[config.mk]
export PLATFORM = sky130hd
export DESIGN_NAME = acs_ctrl
export DESIGN_NICKNAME = d
export VERILOG_FILES = /design/src/shared/acs_pkg.sv /design/src/hdl/acs_ctrl.sv
export SDC_FILE = /design/constraint.sdc
export NUM_CORES = 1
export LEC_CHECK = 0
export BUFFER_PORTS_ARGS = -buffer_cell sky130_fd_sc_hd__buf_2
export CORE_MARGIN = 10
export CORE_UTILIZATION = 60
export DETAILED_ROUTE_END_ITERATION = 10
export PLACE_DENSITY = 0.77
export RECOVER_POWER = 25
export SKIP_CTS_REPAIR_TIMING = 1
export SYNTH_ARGS = -nofsm -noshare
export SYNTH_HDL_FRONTEND = slang
export SYNTH_SLANG_ARGS = --single-unit
[constraint.sdc]
create_clock -name core_clk -period 5.65 [get_ports core_clk]
set_input_delay 0 -clock core_clk [delete_from_list [all_inputs] [get_ports core_clk]]
set_output_delay 0 -clock core_clk [all_outputs]
set_load 0.03 [all_outputs]
[src/shared/acs_pkg.sv]
// package: constants, types and field layout for the converter control block
package acs_pkg;
    // command codes held in the top four bits of each serial word
    localparam logic [3:0] CMD_CHAN_LAST = 4'h7;
    localparam logic [3:0] CMD_POWER_DOWN = 4'h8;
    localparam logic [3:0] CMD_READ_CFG = 4'h9;
    localparam logic [3:0] CMD_WRITE_CFG = 4'ha;
    localparam logic [3:0] CMD_TEST_FIRST = 4'hb;
    localparam logic [3:0] CMD_TEST_LAST = 4'hd;
    localparam logic [3:0] CMD_FIFO_READ = 4'he;
    // configuration word field positions
    localparam int CFG_REF_SEL_BIT = 11;
    localparam int CFG_REF_LVL_BIT = 10;
    localparam int CFG_LONG_SAMP_BIT = 9;
    localparam int CFG_CLK_SEL_LSB = 7;
    localparam int CFG_MODE_LSB = 5;
    localparam int CFG_SEQ_LSB = 3;
    localparam int CFG_PIN_EOC_BIT = 2;
    localparam int CFG_THRESH_LSB = 0;
    localparam logic [11:0] CFG_RESET = 12'h000;
    // sampling and word framing counts, in serial clock edges
    localparam int CMD_BITS = 4;
    localparam int WORD_BITS = 16;
    localparam int HALF_WORD_BITS = 8;
    localparam int SHORT_CONV_EDGE = 16;
    localparam int LONG_CONV_EDGE = 28;
    // least low time on the sample start pin
    localparam int START_LOW_NS = 800;
    localparam int CLK_PERIOD_NS = 40;
    localparam int START_LOW_CYC = (START_LOW_NS + CLK_PERIOD_NS - 1) / CLK_PERIOD_NS;
    // conversion length in conversion clock ticks
    localparam int CONV_TICKS = 10;
    localparam int OSC_DIV = 2;
    // fifo trigger levels (entries filled)
    localparam logic [3:0] LVL_FULL = 4'h8;
    localparam logic [3:0] LVL_3Q = 4'h6;
    localparam logic [3:0] LVL_HALF = 4'h4;
    localparam logic [3:0] LVL_1Q = 4'h2;

    typedef enum logic [1:0] {MODE_SINGLE, MODE_REPEAT, MODE_SWEEP, MODE_REP_SWEEP} acs_mode_type;
    typedef enum logic [1:0] {CLK_OSC, CLK_SER, CLK_SER4, CLK_SER2} acs_clk_type;

    typedef struct packed {
        logic refInternal;
        logic refTwoVolt;
        logic longSample;
        acs_clk_type clkSel;
        acs_mode_type mode;
        logic [1:0] seqSel;
        logic pinIsEoc;
        logic [1:0] thresh;
    } acs_cfg_type;

    // serial pin group as seen at the device
    typedef struct packed {
        logic chipSelN;
        logic frameSyncIn;
        logic serialClk;
        logic serialInLine;
    } acs_link_type;
endpackage : acs_pkg

[src/hdl/acs_ctrl.sv]
// converter control: configuration word, serial command decode, sampling and fifo
module acs_ctrl
    import acs_pkg::*;
#(
    parameter int FIFO_DEPTH = 8,
    parameter int NUM_CHAN = 8
) (
    input wire logic core_clk,
    input wire logic rstn,
    input wire acs_link_type link,
    input wire logic sampleStartPinN,
    input wire logic [9:0] convResult,
    output logic serialOutLine,
    output logic serialOutEn,
    output logic statusPin,
    output logic [2:0] muxSel,
    output logic sampling,
    output logic converting,
    output logic powerDown,
    output logic refInternal,
    output logic refTwoVolt
);
    // elaboration guard: fifo counters and channel maps are sized for these values
    if (FIFO_DEPTH != 8 || (NUM_CHAN != 8 && NUM_CHAN != 4)) begin : g_bad_params
        $error("acs_ctrl: unsupported fifo depth or channel count");
    end

    acs_cfg_type cfg_r;
    logic [15:0] shiftIn_r;
    logic [15:0] shiftOut_r;
    logic [4:0] bitCnt_r;
    logic [5:0] edgeCnt_r;
    logic frameOn_r;
    logic fsMode_r;
    logic sclkQ_r;
    logic fsQ_r;
    logic csQ_r;
    logic startMeta_r;
    logic startSync_r;
    logic startPrev_r;
    logic [3:0] cmd_r;
    logic normSample_r;
    logic [3:0] tickCnt_r;
    logic [1:0] divCnt_r;
    logic [9:0] held_r;
    logic heldValid_r;
    logic [9:0] fifoMem [FIFO_DEPTH];
    logic [3:0] fifoCnt_r;
    logic [2:0] rdPtr_r;
    logic [2:0] seqIdx_r;
    logic irq_r;
    logic sweepDone_r;
    logic [2:0] chan_r;

    // decode of a command nibble as a conversion start
    function automatic logic isConvCmd(input logic [3:0] c);
        return (c <= CMD_CHAN_LAST) || (c >= CMD_TEST_FIRST && c <= CMD_TEST_LAST);
    endfunction : isConvCmd

    // channel of step idx in the chosen sweep order
    function automatic logic [2:0] seqChan(input logic [1:0] s, input logic [2:0] i);
        logic [2:0] c;
        c = 3'h0;
        case (s)
            2'h0: c = i;
            2'h1: c = {i[1:0], 1'b0};
            2'h2: c = {i[2:1], 1'b0};
            default: c = {1'b0, i[0], 1'b0};
        endcase
        // four input parts map the even codes onto their channels
        if (NUM_CHAN == 4)
            c = {1'b0, c[2:1]};
        return c;
    endfunction : seqChan

    // trigger level for the threshold field
    function automatic logic [3:0] level(input logic [1:0] t);
        case (t)
            2'h0: return LVL_FULL;
            2'h1: return LVL_3Q;
            2'h2: return LVL_HALF;
            default: return LVL_1Q;
        endcase
    endfunction : level

    // edge detection on serial pins, sampled as synchronous inputs
    logic sclkRise, sclkFall, capEdge, shiftEdge, csFall, fsFall;
    assign sclkRise = link.serialClk && !sclkQ_r;
    assign sclkFall = !link.serialClk && sclkQ_r;
    assign capEdge = fsMode_r ? sclkFall : sclkRise;
    assign shiftEdge = fsMode_r ? sclkRise : sclkFall;
    assign csFall = !link.chipSelN && csQ_r;
    assign fsFall = !link.frameSyncIn && fsQ_r && !link.chipSelN;

    always_ff @(posedge core_clk or negedge rstn) begin
        if (!rstn) begin
            sclkQ_r <= 1'b0;
            fsQ_r <= 1'b1;
            csQ_r <= 1'b1;
        end else begin
            sclkQ_r <= link.serialClk;
            fsQ_r <= link.frameSyncIn;
            csQ_r <= link.chipSelN;
        end
    end

    // start pin two flop synchroniser
    always_ff @(posedge core_clk or negedge rstn) begin
        if (!rstn) begin
            startMeta_r <= 1'b1;
            startSync_r <= 1'b1;
            startPrev_r <= 1'b1;
        end else begin
            startMeta_r <= sampleStartPinN;
            startSync_r <= startMeta_r;
            startPrev_r <= startSync_r;
        end
    end

    logic startFall, startRise;
    assign startFall = !startSync_r && startPrev_r && link.chipSelN;
    assign startRise = startSync_r && !startPrev_r && link.chipSelN;

    // frame tracking and bit counting; frame sync frames need no cs toggle
    logic frameStart;
    assign frameStart = csFall ? link.frameSyncIn : fsFall;
    logic [4:0] bitNext;
    assign bitNext = bitCnt_r + 5'h1;
    logic wordDone, nibbleDone;
    assign wordDone = frameOn_r && capEdge && bitNext == 5'(WORD_BITS);
    assign nibbleDone = frameOn_r && capEdge && bitNext == 5'(CMD_BITS);
    logic [15:0] wordIn;
    assign wordIn = {shiftIn_r[14:0], link.serialInLine};

    // bit counter holds across a clock pause, so halves may arrive apart
    always_ff @(posedge core_clk or negedge rstn) begin
        if (!rstn) begin
            frameOn_r <= 1'b0;
            fsMode_r <= 1'b0;
            bitCnt_r <= 5'h0;
            shiftIn_r <= 16'h0000;
        end else if (csFall || fsFall) begin
            frameOn_r <= 1'b1;
            fsMode_r <= csFall ? !link.frameSyncIn : 1'b1;
            bitCnt_r <= 5'h0;
        end else if (link.chipSelN) begin
            frameOn_r <= 1'b0;
        end else if (frameOn_r && capEdge) begin
            shiftIn_r <= wordIn;
            bitCnt_r <= wordDone ? 5'h0 : bitNext;
            if (wordDone)
                frameOn_r <= 1'b0;
        end
    end

    // command latch after the first nibble
    always_ff @(posedge core_clk or negedge rstn) begin
        if (!rstn) begin
            cmd_r <= CMD_POWER_DOWN;
        end else if (nibbleDone) begin
            cmd_r <= wordIn[3:0];
        end
    end

    // configuration word: only a complete write updates it, power down keeps it
    always_ff @(posedge core_clk or negedge rstn) begin
        if (!rstn) begin
            cfg_r <= acs_cfg_type'(CFG_RESET);
        end else if (wordDone && cmd_r == CMD_WRITE_CFG) begin
            cfg_r <= acs_cfg_type'(wordIn[11:0]);
        end
    end

    // power down follows the command; any later conversion command wakes it
    always_ff @(posedge core_clk or negedge rstn) begin
        if (!rstn) begin
            powerDown <= 1'b0;
        end else if (nibbleDone) begin
            powerDown <= wordIn[3:0] == CMD_POWER_DOWN;
        end
    end

    // reference controls straight from the configuration
    always_ff @(posedge core_clk or negedge rstn) begin
        if (!rstn) begin
            refInternal <= 1'b0;
            refTwoVolt <= 1'b0;
        end else begin
            refInternal <= cfg_r.refInternal;
            refTwoVolt <= cfg_r.refTwoVolt;
        end
    end

    // conversion clock tick: serial clock, divided, or free running divider
    logic convTick;
    always_comb begin
        case (cfg_r.clkSel)
            CLK_OSC: convTick = divCnt_r == 2'(OSC_DIV - 1);
            CLK_SER: convTick = sclkRise;
            CLK_SER4: convTick = sclkRise && divCnt_r == 2'h3;
            default: convTick = sclkRise && divCnt_r[0];
        endcase
    end

    always_ff @(posedge core_clk or negedge rstn) begin
        if (!rstn) begin
            divCnt_r <= 2'h0;
        end else if (cfg_r.clkSel == CLK_OSC) begin
            divCnt_r <= (divCnt_r == 2'(OSC_DIV - 1)) ? 2'h0 : divCnt_r + 2'h1;
        end else if (sclkRise) begin
            divCnt_r <= divCnt_r + 2'h1;
        end
    end

    // normal sampling window counted in capture edges from frame start
    logic [5:0] convEdge;
    assign convEdge = cfg_r.longSample ? 6'(LONG_CONV_EDGE) : 6'(SHORT_CONV_EDGE);
    logic normConvStart, sampleBegin;
    assign sampleBegin = nibbleDone && isConvCmd(wordIn[3:0]) && !sweepDone_r;
    assign normConvStart = normSample_r && capEdge && edgeCnt_r + 6'h1 == convEdge;

    always_ff @(posedge core_clk or negedge rstn) begin
        if (!rstn) begin
            edgeCnt_r <= 6'h0;
        end else if (frameStart) begin
            edgeCnt_r <= 6'h0;
        end else if (capEdge && edgeCnt_r != 6'h3f) begin
            edgeCnt_r <= edgeCnt_r + 6'h1;
        end
    end

    // sampling state: normal by command, extended by start pin
    logic convStart;
    assign convStart = normConvStart || (sampling && startRise);
    always_ff @(posedge core_clk or negedge rstn) begin
        if (!rstn) begin
            sampling <= 1'b0;
            normSample_r <= 1'b0;
        end else if (convStart) begin
            sampling <= 1'b0;
            normSample_r <= 1'b0;
        end else if (sampleBegin) begin
            sampling <= 1'b1;
            normSample_r <= 1'b1;
        end else if (startFall && !sweepDone_r) begin
            sampling <= 1'b1;
            normSample_r <= 1'b0;
        end
    end

    // conversion runs a fixed tick count; a new trigger restarts it
    logic convEnd;
    assign convEnd = converting && convTick && tickCnt_r == 4'(CONV_TICKS - 1);
    always_ff @(posedge core_clk or negedge rstn) begin
        if (!rstn) begin
            converting <= 1'b0;
            tickCnt_r <= 4'h0;
        end else if (convStart) begin
            converting <= 1'b1;
            tickCnt_r <= 4'h0;
        end else if (convEnd) begin
            converting <= 1'b0;
        end else if (converting && convTick) begin
            tickCnt_r <= tickCnt_r + 4'h1;
        end
    end

    // channel choice: command in single and repeat, sequence in sweeps
    logic sweeping;
    assign sweeping = cfg_r.mode == MODE_SWEEP || cfg_r.mode == MODE_REP_SWEEP;
    always_ff @(posedge core_clk or negedge rstn) begin
        if (!rstn) begin
            chan_r <= 3'h0;
        end else if (nibbleDone && wordIn[3:0] <= CMD_CHAN_LAST) begin
            chan_r <= NUM_CHAN == 4 ? {1'b0, wordIn[2:1]} : wordIn[2:0];
        end
    end

    always_ff @(posedge core_clk or negedge rstn) begin
        if (!rstn) begin
            muxSel <= 3'h0;
        end else begin
            muxSel <= sweeping ? seqChan(cfg_r.seqSel, seqIdx_r) : chan_r;
        end
    end

    // fifo write, threshold compare and overwrite of unread data
    logic useFifo, atLevel, fifoRead, overrun;
    assign useFifo = cfg_r.mode != MODE_SINGLE;
    assign atLevel = fifoCnt_r >= level(cfg_r.thresh);
    assign fifoRead = nibbleDone && wordIn[3:0] == CMD_FIFO_READ;
    assign overrun = irq_r && cfg_r.mode != MODE_SWEEP && (nibbleDone && !fifoRead || startFall);

    always_ff @(posedge core_clk or negedge rstn) begin
        if (!rstn) begin
            fifoCnt_r <= 4'h0;
            rdPtr_r <= 3'h0;
        end else if (overrun) begin
            fifoCnt_r <= 4'h0;
            rdPtr_r <= 3'h0;
        end else if (convEnd && useFifo && fifoCnt_r != 4'(FIFO_DEPTH)) begin
            fifoMem[3'(fifoCnt_r)] <= convResult;
            fifoCnt_r <= fifoCnt_r + 4'h1;
        end else if (wordDone && cmd_r == CMD_FIFO_READ && fifoCnt_r != 4'h0) begin
            rdPtr_r <= rdPtr_r + 3'h1;
            if (rdPtr_r + 3'h1 == 3'(fifoCnt_r)) begin
                fifoCnt_r <= 4'h0;
                rdPtr_r <= 3'h0;
            end
        end
    end

    // sweep position; single sweep halts at level or list end until read
    always_ff @(posedge core_clk or negedge rstn) begin
        if (!rstn) begin
            seqIdx_r <= 3'h0;
            sweepDone_r <= 1'b0;
        end else if (convEnd && sweeping) begin
            // a finishing conversion beats a read in the same cycle
            seqIdx_r <= seqIdx_r + 3'h1;
            if (cfg_r.mode == MODE_SWEEP &&
                    (seqIdx_r == 3'h7 || fifoCnt_r + 4'h1 >= level(cfg_r.thresh)))
                sweepDone_r <= 1'b1;
        end else if (fifoRead || cfg_r.mode != MODE_SWEEP && !sweeping) begin
            seqIdx_r <= 3'h0;
            sweepDone_r <= 1'b0;
        end
    end

    // last conversion result, from a command or the start pin, held for the next read cycle
    always_ff @(posedge core_clk or negedge rstn) begin
        if (!rstn) begin
            held_r <= 10'h000;
            heldValid_r <= 1'b0;
        end else if (convEnd) begin
            held_r <= convResult;
            heldValid_r <= 1'b1;
        end else if (nibbleDone && (fifoRead || isConvCmd(wordIn[3:0]))) begin
            heldValid_r <= 1'b0;
        end
    end

    // interrupt request: fifo level in fifo modes, end of conversion in single
    always_ff @(posedge core_clk or negedge rstn) begin
        if (!rstn) begin
            irq_r <= 1'b0;
        end else if (useFifo && atLevel) begin
            irq_r <= 1'b1;
        end else if (!useFifo && convEnd) begin
            irq_r <= 1'b1;
        end else if (frameStart) begin
            irq_r <= 1'b0;
        end
    end

    // status pin low active; eoc choice only honoured in single mode
    always_ff @(posedge core_clk or negedge rstn) begin
        if (!rstn) begin
            statusPin <= 1'b1;
        end else if (cfg_r.pinIsEoc && !useFifo) begin
            statusPin <= !(converting || convStart);
        end else begin
            statusPin <= !irq_r;
        end
    end

    // fifo head first, else the held result while it is still unread
    logic [9:0] outWord;
    assign outWord = fifoCnt_r != 4'h0 ? fifoMem[rdPtr_r] : (heldValid_r ? held_r : 10'h000);

    // output word: readback only when single mode, fifo head or held result
    always_ff @(posedge core_clk or negedge rstn) begin
        if (!rstn) begin
            shiftOut_r <= 16'h0000;
            serialOutLine <= 1'b0;
            serialOutEn <= 1'b0;
        end else if (frameStart) begin
            shiftOut_r <= {outWord, 6'h00};
            serialOutLine <= outWord[9];
            serialOutEn <= 1'b1;
        end else if (link.chipSelN) begin
            serialOutEn <= 1'b0;
        end else if (nibbleDone && wordIn[3:0] == CMD_READ_CFG && cfg_r.mode == MODE_SINGLE) begin
            // three bits already shifted, so d11 leads at the next shift edge
            shiftOut_r <= {1'b0, cfg_r, 3'h0};
        end else if (frameOn_r && shiftEdge) begin
            shiftOut_r <= {shiftOut_r[14:0], 1'b0};
            serialOutLine <= shiftOut_r[14];
        end
    end
endmodule : acs_ctrl

**Word level (Yosys, flattened, before mapping)**

Memories as Yosys holds them, arrays and structs flattened.
Cells that the tools add are included.

- Register bits after elaboration: 105
- Memory bits (writable): 80
- Input port bits: 17
- Memories kept: 1

- Add/sub/neg operators: 7
- $lt $le $gt $ge: 5
- Equality and inequality tests: 30
- Mux-type cells: 68
- Bitwise gates (word level): 2
- Reductions and logical operators: 98

Memories:

| name | words | width | rd ports | clocked after Yosys merged registers in | write ports | RTL line | text |
|---|---|---|---|---|---|---|---|
| fifoMem | 8 | 10 | 1 | 0 | 1 | acs_ctrl.sv:47 | `logic [9:0] fifoMem [FIFO_DEPTH];` |

Operators with widths:

| operator | number |
|---|---|
| two-way mux 15 bit | 4 |
| logical AND 1 bit | 45 |
| two-way mux 4 bit | 9 |
| two-way mux 1 bit | 34 |
| equality test 4 bit (second input constant) | 6 |
| nonzero test 2 bit | 11 |
| two-way mux 3 bit | 7 |
| nonzero test 3 bit | 7 |
| two-way mux 10 bit | 2 |
| two-way mux 5 bit | 4 |
| AND reduction 2 bit | 7 |
| equality test 2 bit (second input constant) | 6 |
| logical NOT 1 bit | 12 |
| two-way mux 6 bit | 2 |
| one-hot mux 4 bit (3 select lines) | 1 |
| logical OR 1 bit | 9 |
| one-hot mux 3 bit (3 select lines) | 1 |
| adder 4 x 1 -> 4 bit (second input constant) | 2 |
| equality test 2 x 1 -> 1 bit (second input constant) | 4 |
| >= comparator 4 bit | 2 |
| logical NOT 2 bit | 4 |
| inequality test 2 bit (second input constant) | 4 |
| adder 3 x 1 -> 3 bit (second input constant) | 2 |
| adder 6 x 1 -> 6 bit (second input constant) | 1 |
| other kinds (18) | 24 |

**Logic depth before layout (Yosys ltp)**

- Word-level depth: 13
- Depth in mapped cells: 11
- Depth with buffers taken out: 10

**Least setup slack after synthesis**

OpenSTA, ideal clock, no wires.

- Path type: register to register
- Start point: register bitCnt_r[0]
- End point: memory fifoMem[5][0], enable pin
- Setup time: 390 ps
- Arrival: 2405 ps
- Data required time: 5260 ps
- Path slack: 2856 ps
- Stages on the path, launching flop included: 8
- Buffers on the path: 0
- Clock period less this slack: 2794 ps
- Cells stage by stage: dfrtp_1 -> ha_1 -> xnor2_1 -> nor3_2 -> nand3_1 -> o22ai_2 -> nand3b_1 -> nor3_1

- Longest elaborated chain between the ends: 11

Ends and longest elaborated chain:

| element | RTL line | text |
|---|---|---|
| start: declaration | acs_ctrl.sv:31 | `logic [4:0] bitCnt_r;` |
| start signal: assignment | acs_ctrl.sv:150 | `bitCnt_r <= wordDone ? 5'h0 : bitNext;` |
| adder 5 x 1 -> 5 bit * | acs_ctrl.sv:128 | `assign bitNext = bitCnt_r + 5'h1;` |
| equality test 5 x 3 -> 1 bit * | acs_ctrl.sv:131 | `assign nibbleDone = frameOn_r && capEdge && bitNext == 5'(CMD_BITS);` |
| logical AND 1 bit * | acs_ctrl.sv:131 |  |
| logical AND 1 bit | acs_ctrl.sv:291 | `assign fifoRead = nibbleDone && wordIn[3:0] == CMD_FIFO_READ;` |
| logical NOT 1 bit | acs_ctrl.sv:292 | `assign overrun = irq_r && cfg_r.mode != MODE_SWEEP && (nibbleDone && !fifoRead \|\| startFall);` |
| logical AND 1 bit * | acs_ctrl.sv:292 |  |
| logical OR 1 bit * | acs_ctrl.sv:292 |  |
| logical AND 1 bit * | acs_ctrl.sv:292 |  |
| two-way mux 1 bit * | acs_ctrl.sv:298 | `end else if (overrun) begin` |
| logical AND 1 bit (implied by the code) * | acs_ctrl.sv:302 | `fifoMem[3'(fifoCnt_r)] <= convResult;` |
| two-way mux 1 bit (implied by the code) * | acs_ctrl.sv:302 |  |
| end: declaration | acs_ctrl.sv:47 |  |

Mark *: on every way between the ends. The rest lies on a longest branch, timed or not.

**Final worst setup path**

- Start point: register bitCnt_r[0]
- End point: register shiftOut_r[12]

- Longest elaborated chain between the ends: 8
- Elaborated cells between the ends (all ways): 10
- Classes of those cells: add/sub (1); eq/ne (1); mux (3); reduce/logical (5)

Ends and longest elaborated chain:

| element | RTL line | text |
|---|---|---|
| adder 5 x 1 -> 5 bit * | acs_ctrl.sv:128 |  |
| equality test 5 x 3 -> 1 bit * | acs_ctrl.sv:131 |  |
| logical AND 1 bit * | acs_ctrl.sv:131 |  |
| logical AND 1 bit * (2 in series) | acs_ctrl.sv:383 | `end else if (nibbleDone && wordIn[3:0] == CMD_READ_CFG && cfg_r.mode == MODE_SINGLE) begin` |
| two-way mux 15 bit | acs_ctrl.sv:383 |  |
| two-way mux 15 bit | acs_ctrl.sv:381 | `end else if (link.chipSelN) begin` |
| two-way mux 15 bit | acs_ctrl.sv:377 | `end else if (frameStart) begin` |
| end signal: assignment | acs_ctrl.sv:378 | `shiftOut_r <= {outWord, 6'h00};` |
| end signal: assignment | acs_ctrl.sv:385 | `shiftOut_r <= {1'b0, cfg_r, 3'h0};` |
| end signal: assignment | acs_ctrl.sv:387 | `shiftOut_r <= {shiftOut_r[14:0], 1'b0};` |
| end: declaration | acs_ctrl.sv:30 | `logic [15:0] shiftOut_r;` |

Mark *: on every way between the ends. The rest lies on a longest branch, timed or not. The select of a mux whose other input is x is not followed.
A chain may end at the register's enable or synchronous reset.

==> impl_metrics.prom <==
# TYPE chip_impl_metric gauge
chip_impl_metric{name="powerDensity",unit="nW/µm²"} 355
chip_impl_metric{name="timing.final.hold_violations",unit=""} 0
chip_impl_metric{name="nNetsFinal",unit=""} 727
chip_impl_metric{name="post-route-util",unit=""} 0.692
chip_impl_info{name="most-common-layout-cells",value="95 x sky130_fd_sc_hd__dfrtp_1, 80 x sky130_fd_sc_hd__edfxtp_1, 64 x sky130_fd_sc_hd__nand2_1"} 1
chip_impl_metric{name="grt_start_max_net_pins",unit=""} 65
chip_impl_metric{name="dr.first_iter.drc_count",unit=""} 513
chip_impl_metric{name="finalWorstSetupSlack",unit="ns"} 2.26
chip_impl_metric{name="initial_utilization",unit=""} 0.618
chip_impl_metric{name="insertion_delay",unit="ns"} 0.44
chip_impl_metric{name="worstMarginPinSlew",unit="ns"} 2.44
chip_impl_metric{name="power.ir.vdd_worst",unit="V"} 0.000252
chip_impl_metric{name="fmaxAchievable",unit="MHz"} 295
chip_impl_info{name="grt_setup_unrepaired",value="no"} 1
chip_impl_metric{name="p_leak",unit="nW"} 3.68
chip_impl_metric{name="number_of_antenna_violating_nets_in_the_routed_design",unit=""} 0
chip_impl_info{name="start_kind",value="register"} 1
chip_impl_info{name="r2r_start",value="bitCnt_r[0]"} 1
chip_impl_metric{name="crit_path_max_fanout",unit=""} 16
chip_impl_metric{name="die_width",unit="µm"} 137
chip_impl_metric{name="grt_pass1_wl",unit="µm"} 28000
chip_impl_info{name="outcome",value="finished, violations left"} 1
chip_impl_metric{name="finalSetupViolCount",unit=""} 0
chip_impl_metric{name="grt_usage",unit=""} 0.193
chip_impl_info{name="timing.setup.critical_path_class",value="reg2reg"} 1
chip_impl_info{name="worst_hold_path_type",value="in2reg"} 1
chip_impl_metric{name="syn_avg_cell_area",unit="µm²"} 12.8
chip_impl_metric{name="routed_wirelength",unit="µm"} 17300
chip_impl_metric{name="htree_num_levels",unit=""} 4
chip_impl_metric{name="vias",unit=""} 5251
chip_impl_metric{name="worst-endpoint-arrival",unit="ns"} 3.71
chip_impl_metric{name="synth-edff-count",unit=""} 80
chip_impl_metric{name="max_slew_vio_count",unit=""} 44
chip_impl_metric{name="power.sequential.fraction",unit=""} 0.496
chip_impl_info{name="violated_checks",value="capacitance limit, slew limit"} 1
chip_impl_metric{name="layout_worst_path_cycle_share",unit=""} 0.600
chip_impl_info{name="synth_top_area_cell",value="sky130_fd_sc_hd__edfxtp_1"} 1
chip_impl_metric{name="slew_headroom",unit=""} -0.626
chip_impl_metric{name="max-cap-violations",unit=""} 1
chip_impl_metric{name="ios",unit=""} 28
chip_impl_info{name="critical_path_capture_point_type",value="register"} 1
chip_impl_metric{name="antennaDiodeCount",unit=""} 0
chip_impl_info{name="timing_startpoint_of_the_critical_path",value="bitCnt_r[0]"} 1
chip_impl_metric{name="remaining_drc_errors",unit=""} 0
chip_impl_metric{name="power.share.combinational",unit=""} 0.154
chip_impl_metric{name="number_of_cell_rows",unit=""} 42
chip_impl_metric{name="route.detailed.vias_per_inst",unit=""} 5.97
chip_impl_metric{name="routedWlPerCell",unit="µm"} 19.6
chip_impl_metric{name="ys_types",unit=""} 70
chip_impl_info{name="cts_root_buffer",value="sky130_fd_sc_hd__clkbuf_16"} 1
chip_impl_metric{name="dr.pass1.iters",unit=""} 5
chip_impl_metric{name="internal-power",unit="mW"} 2.32
chip_impl_metric{name="clkPwrFrac",unit=""} 0.350
chip_impl_metric{name="dp_hpwl",unit="µm"} 11800
chip_impl_info{name="dominantRegCellSynth",value="sky130_fd_sc_hd__dfrtp_1"} 1
chip_impl_metric{name="die-height",unit="µm"} 137
chip_impl_metric{name="skew",unit="ns"} 0.00635
chip_impl_metric{name="synth-seq-area-share",unit=""} 0.600
chip_impl_metric{name="synthesis.instances",unit=""} 649
chip_impl_metric{name="layout_cells_sized_above_1",unit=""} 0.164
chip_impl_metric{name="synth-warning-count",unit=""} 0
chip_impl_metric{name="power.total",unit="mW"} 3.30
chip_impl_metric{name="share_of_total_power_consumed_by_net_switching",unit=""} 0.296
chip_impl_metric{name="ys_async_sr_fraction",unit=""} 0.560
chip_impl_metric{name="clk_path_buf_depth",unit=""} 2
chip_impl_info{name="min-delay-start",value="sampleStartPinN"} 1
chip_impl_metric{name="cp.required",unit="ns"} 5.96
chip_impl_metric{name="yosys_register_bits",unit=""} 182
chip_impl_metric{name="mapped_nets",unit=""} 686
chip_impl_metric{name="clock_pin_slew_worst_setup_and_hold_paths",unit="ns"} 0.07
chip_impl_metric{name="syn_to_final_growth",unit="%"} 12.0
chip_impl_metric{name="grt_overflow",unit=""} 0
chip_impl_metric{name="netSwitchingPower",unit="mW"} 0.975
chip_impl_metric{name="core_area",unit="µm²"} 13400
chip_impl_metric{name="place.gp.congestion",unit=""} 0.821
chip_impl_metric{name="num-fill-cells",unit=""} 922
chip_impl_metric{name="fp.dieArea",unit="µm²"} 18900
chip_impl_metric{name="cts_inserted_buffers",unit=""} 17
chip_impl_metric{name="grt_antenna_before_repair",unit=""} 0
chip_impl_metric{name="yosysTopAreaCellShare",unit=""} 0.290
chip_impl_metric{name="cts.sink_count",unit=""} 182
chip_impl_metric{name="syn_area",unit="µm²"} 8280
chip_impl_metric{name="grt_pass1_vias",unit=""} 5298
chip_impl_metric{name="place_worst_setup_slack",unit="ns"} 2.31
chip_impl_metric{name="layout_min_cycle_time",unit="ns"} 3.39
chip_impl_info{name="cts_tree",value="yes"} 1
chip_impl_metric{name="place.port_buffers",unit=""} 27
chip_impl_info{name="synth.area.top_cells",value="sky130_fd_sc_hd__edfxtp_1 29%, sky130_fd_sc_hd__dfrtp_1 29%, sky130_fd_sc_hd__mux2_2 3.4%"} 1
chip_impl_metric{name="total_neg_setup_slack",unit="ns"} 0
chip_impl_info{name="layout_commonest_cell",value="sky130_fd_sc_hd__dfrtp_1"} 1
-- kinds of logic after synthesis --
| kind of cell | count (synthesis) | synth area share |
|---|---|---|
| DFF | 182 | 0.600 |
| and+or+nand+nor | 177 | 0.107 |
| AOI/OAI and AO/OA | 131 | 0.107 |
| muxes | 69 | 0.108 |
| buffers and inverters | 48 | 0.0242 |
| xor gates and xnor gates | 22 | 0.0242 |
| adders and majority gates | 20 | 0.0302 |
-- cell type report --
| type | count | area [µm²] | area share |
|---|---|---|---|
| Sequential cell | 182 | 4960 | 0.535 |
| Multi-Input combinational cell | 419 | 3120 | 0.336 |
| Clock buffer | 17 | 425 | 0.0459 |
| Timing Repair Buffer | 49 | 323 | 0.0348 |
| Tap cell | 176 | 220 | 0.0237 |
| Clock inverter | 15 | 146 | 0.0158 |
| Inverter | 21 | 78.8 | 0.00850 |
-- power groups by stage --
stage / Combinational (mW) / Clock [mW] / Sequential, mW
after global placement: 0.485 / 0 / 1.65
final: 0.508 / 1.15 / 1.63
after detailed placement: 0.502 / 0 / 1.66
after global routing: 0.581 / 1.23 / 1.65
after floorplan: 0.356 / 0 / 1.64
after CTS: 0.506 / 1.17 / 1.63
-- metal layers --
layer,vias to the layer above,part of all wire,GRT usage
met2,135,0.49,0.304
met1,2618,0.45,0.256
met4,0,0.013,0.0609
li1,2478,-,-
met5,-,0,0
met3,20,0.052,0.0495
-- through the flow --
step	hold slack, ns	cell area, µm²	cells
2_1_floorplan	-0.296	8280	649
3_3_place_gp	0.0273	8560	831
3_5_place_dp	0.0317	8560	831
4_1_cts	-0.446	9130	863
5_1_grt	0.203	9270	879
6_report	0.202	9270	879
-- critical path, stage by stage (launching register included) --
cell                      delay (ns)
sky130_fd_sc_hd__dfrtp_1        0.42
sky130_fd_sc_hd__ha_1           0.29
sky130_fd_sc_hd__xnor2_1        0.16
sky130_fd_sc_hd__nor3_2         0.31
sky130_fd_sc_hd__nand4_1        0.62
sky130_fd_sc_hd__a21oi_2        0.79
sky130_fd_sc_hd__nand2_1        0.33
sky130_fd_sc_hd__o221a_1        0.33
-- flip-flops by register name, indices dropped and copies added, names as in the netlist, 4 cells and up --
register	flops
fifoCnt_r	4
cfg_r	12
fifoMem	80
shiftIn_r	11
tickCnt_r	4
cmd_r	4
edgeCnt_r	6
bitCnt_r	5
held_r	10
shiftOut_r	12
-- synthesized netlist by cell type, types with 4 or more instances --
master / number
sky130_fd_sc_hd__ha_1: 20
sky130_fd_sc_hd__o221a_1: 5
sky130_fd_sc_hd__mux4_2: 12
sky130_fd_sc_hd__nand3_1: 14
sky130_fd_sc_hd__xnor2_1: 13
sky130_fd_sc_hd__a21oi_1: 36
sky130_fd_sc_hd__o21ai_0: 27
sky130_fd_sc_hd__nand4_1: 8
sky130_fd_sc_hd__mux2_2: 25
sky130_fd_sc_hd__mux2_1: 15
sky130_fd_sc_hd__buf_2: 9
sky130_fd_sc_hd__mux2i_1: 17
sky130_fd_sc_hd__o22ai_1: 6
sky130_fd_sc_hd__dfstp_2: 7
sky130_fd_sc_hd__nand2_1: 64
sky130_fd_sc_hd__nand3b_1: 7
sky130_fd_sc_hd__nor2_1: 41
sky130_fd_sc_hd__clkbuf_1: 15
sky130_fd_sc_hd__dfrtp_1: 95
sky130_fd_sc_hd__nor2b_1: 4
sky130_fd_sc_hd__nor3_1: 4
sky130_fd_sc_hd__inv_1: 20
sky130_fd_sc_hd__xor2_1: 8
sky130_fd_sc_hd__edfxtp_1: 80
sky130_fd_sc_hd__or2_2: 4
sky130_fd_sc_hd__nand4b_1: 4
sky130_fd_sc_hd__a31oi_1: 8
sky130_fd_sc_hd__o21ai_1: 7
sky130_fd_sc_hd__a21o_1: 8
-- worst paths after layout --
kind / end / slack (ns) / depth (start not counted)
max in group asynchronous: edgeCnt_r[1] / 2.98 / 3
max: shiftOut_r[12] / 2.26 / 7
min in group asynchronous: divCnt_r[0] / 0.85 / 2
min reg2reg: startSync_r / 0.36 / 0
max reg2reg: shiftOut_r[12] / 2.26 / 7
min: startMeta_r / 0.20 / 2
No activity file was read; power rests on OpenSTA's default activity.
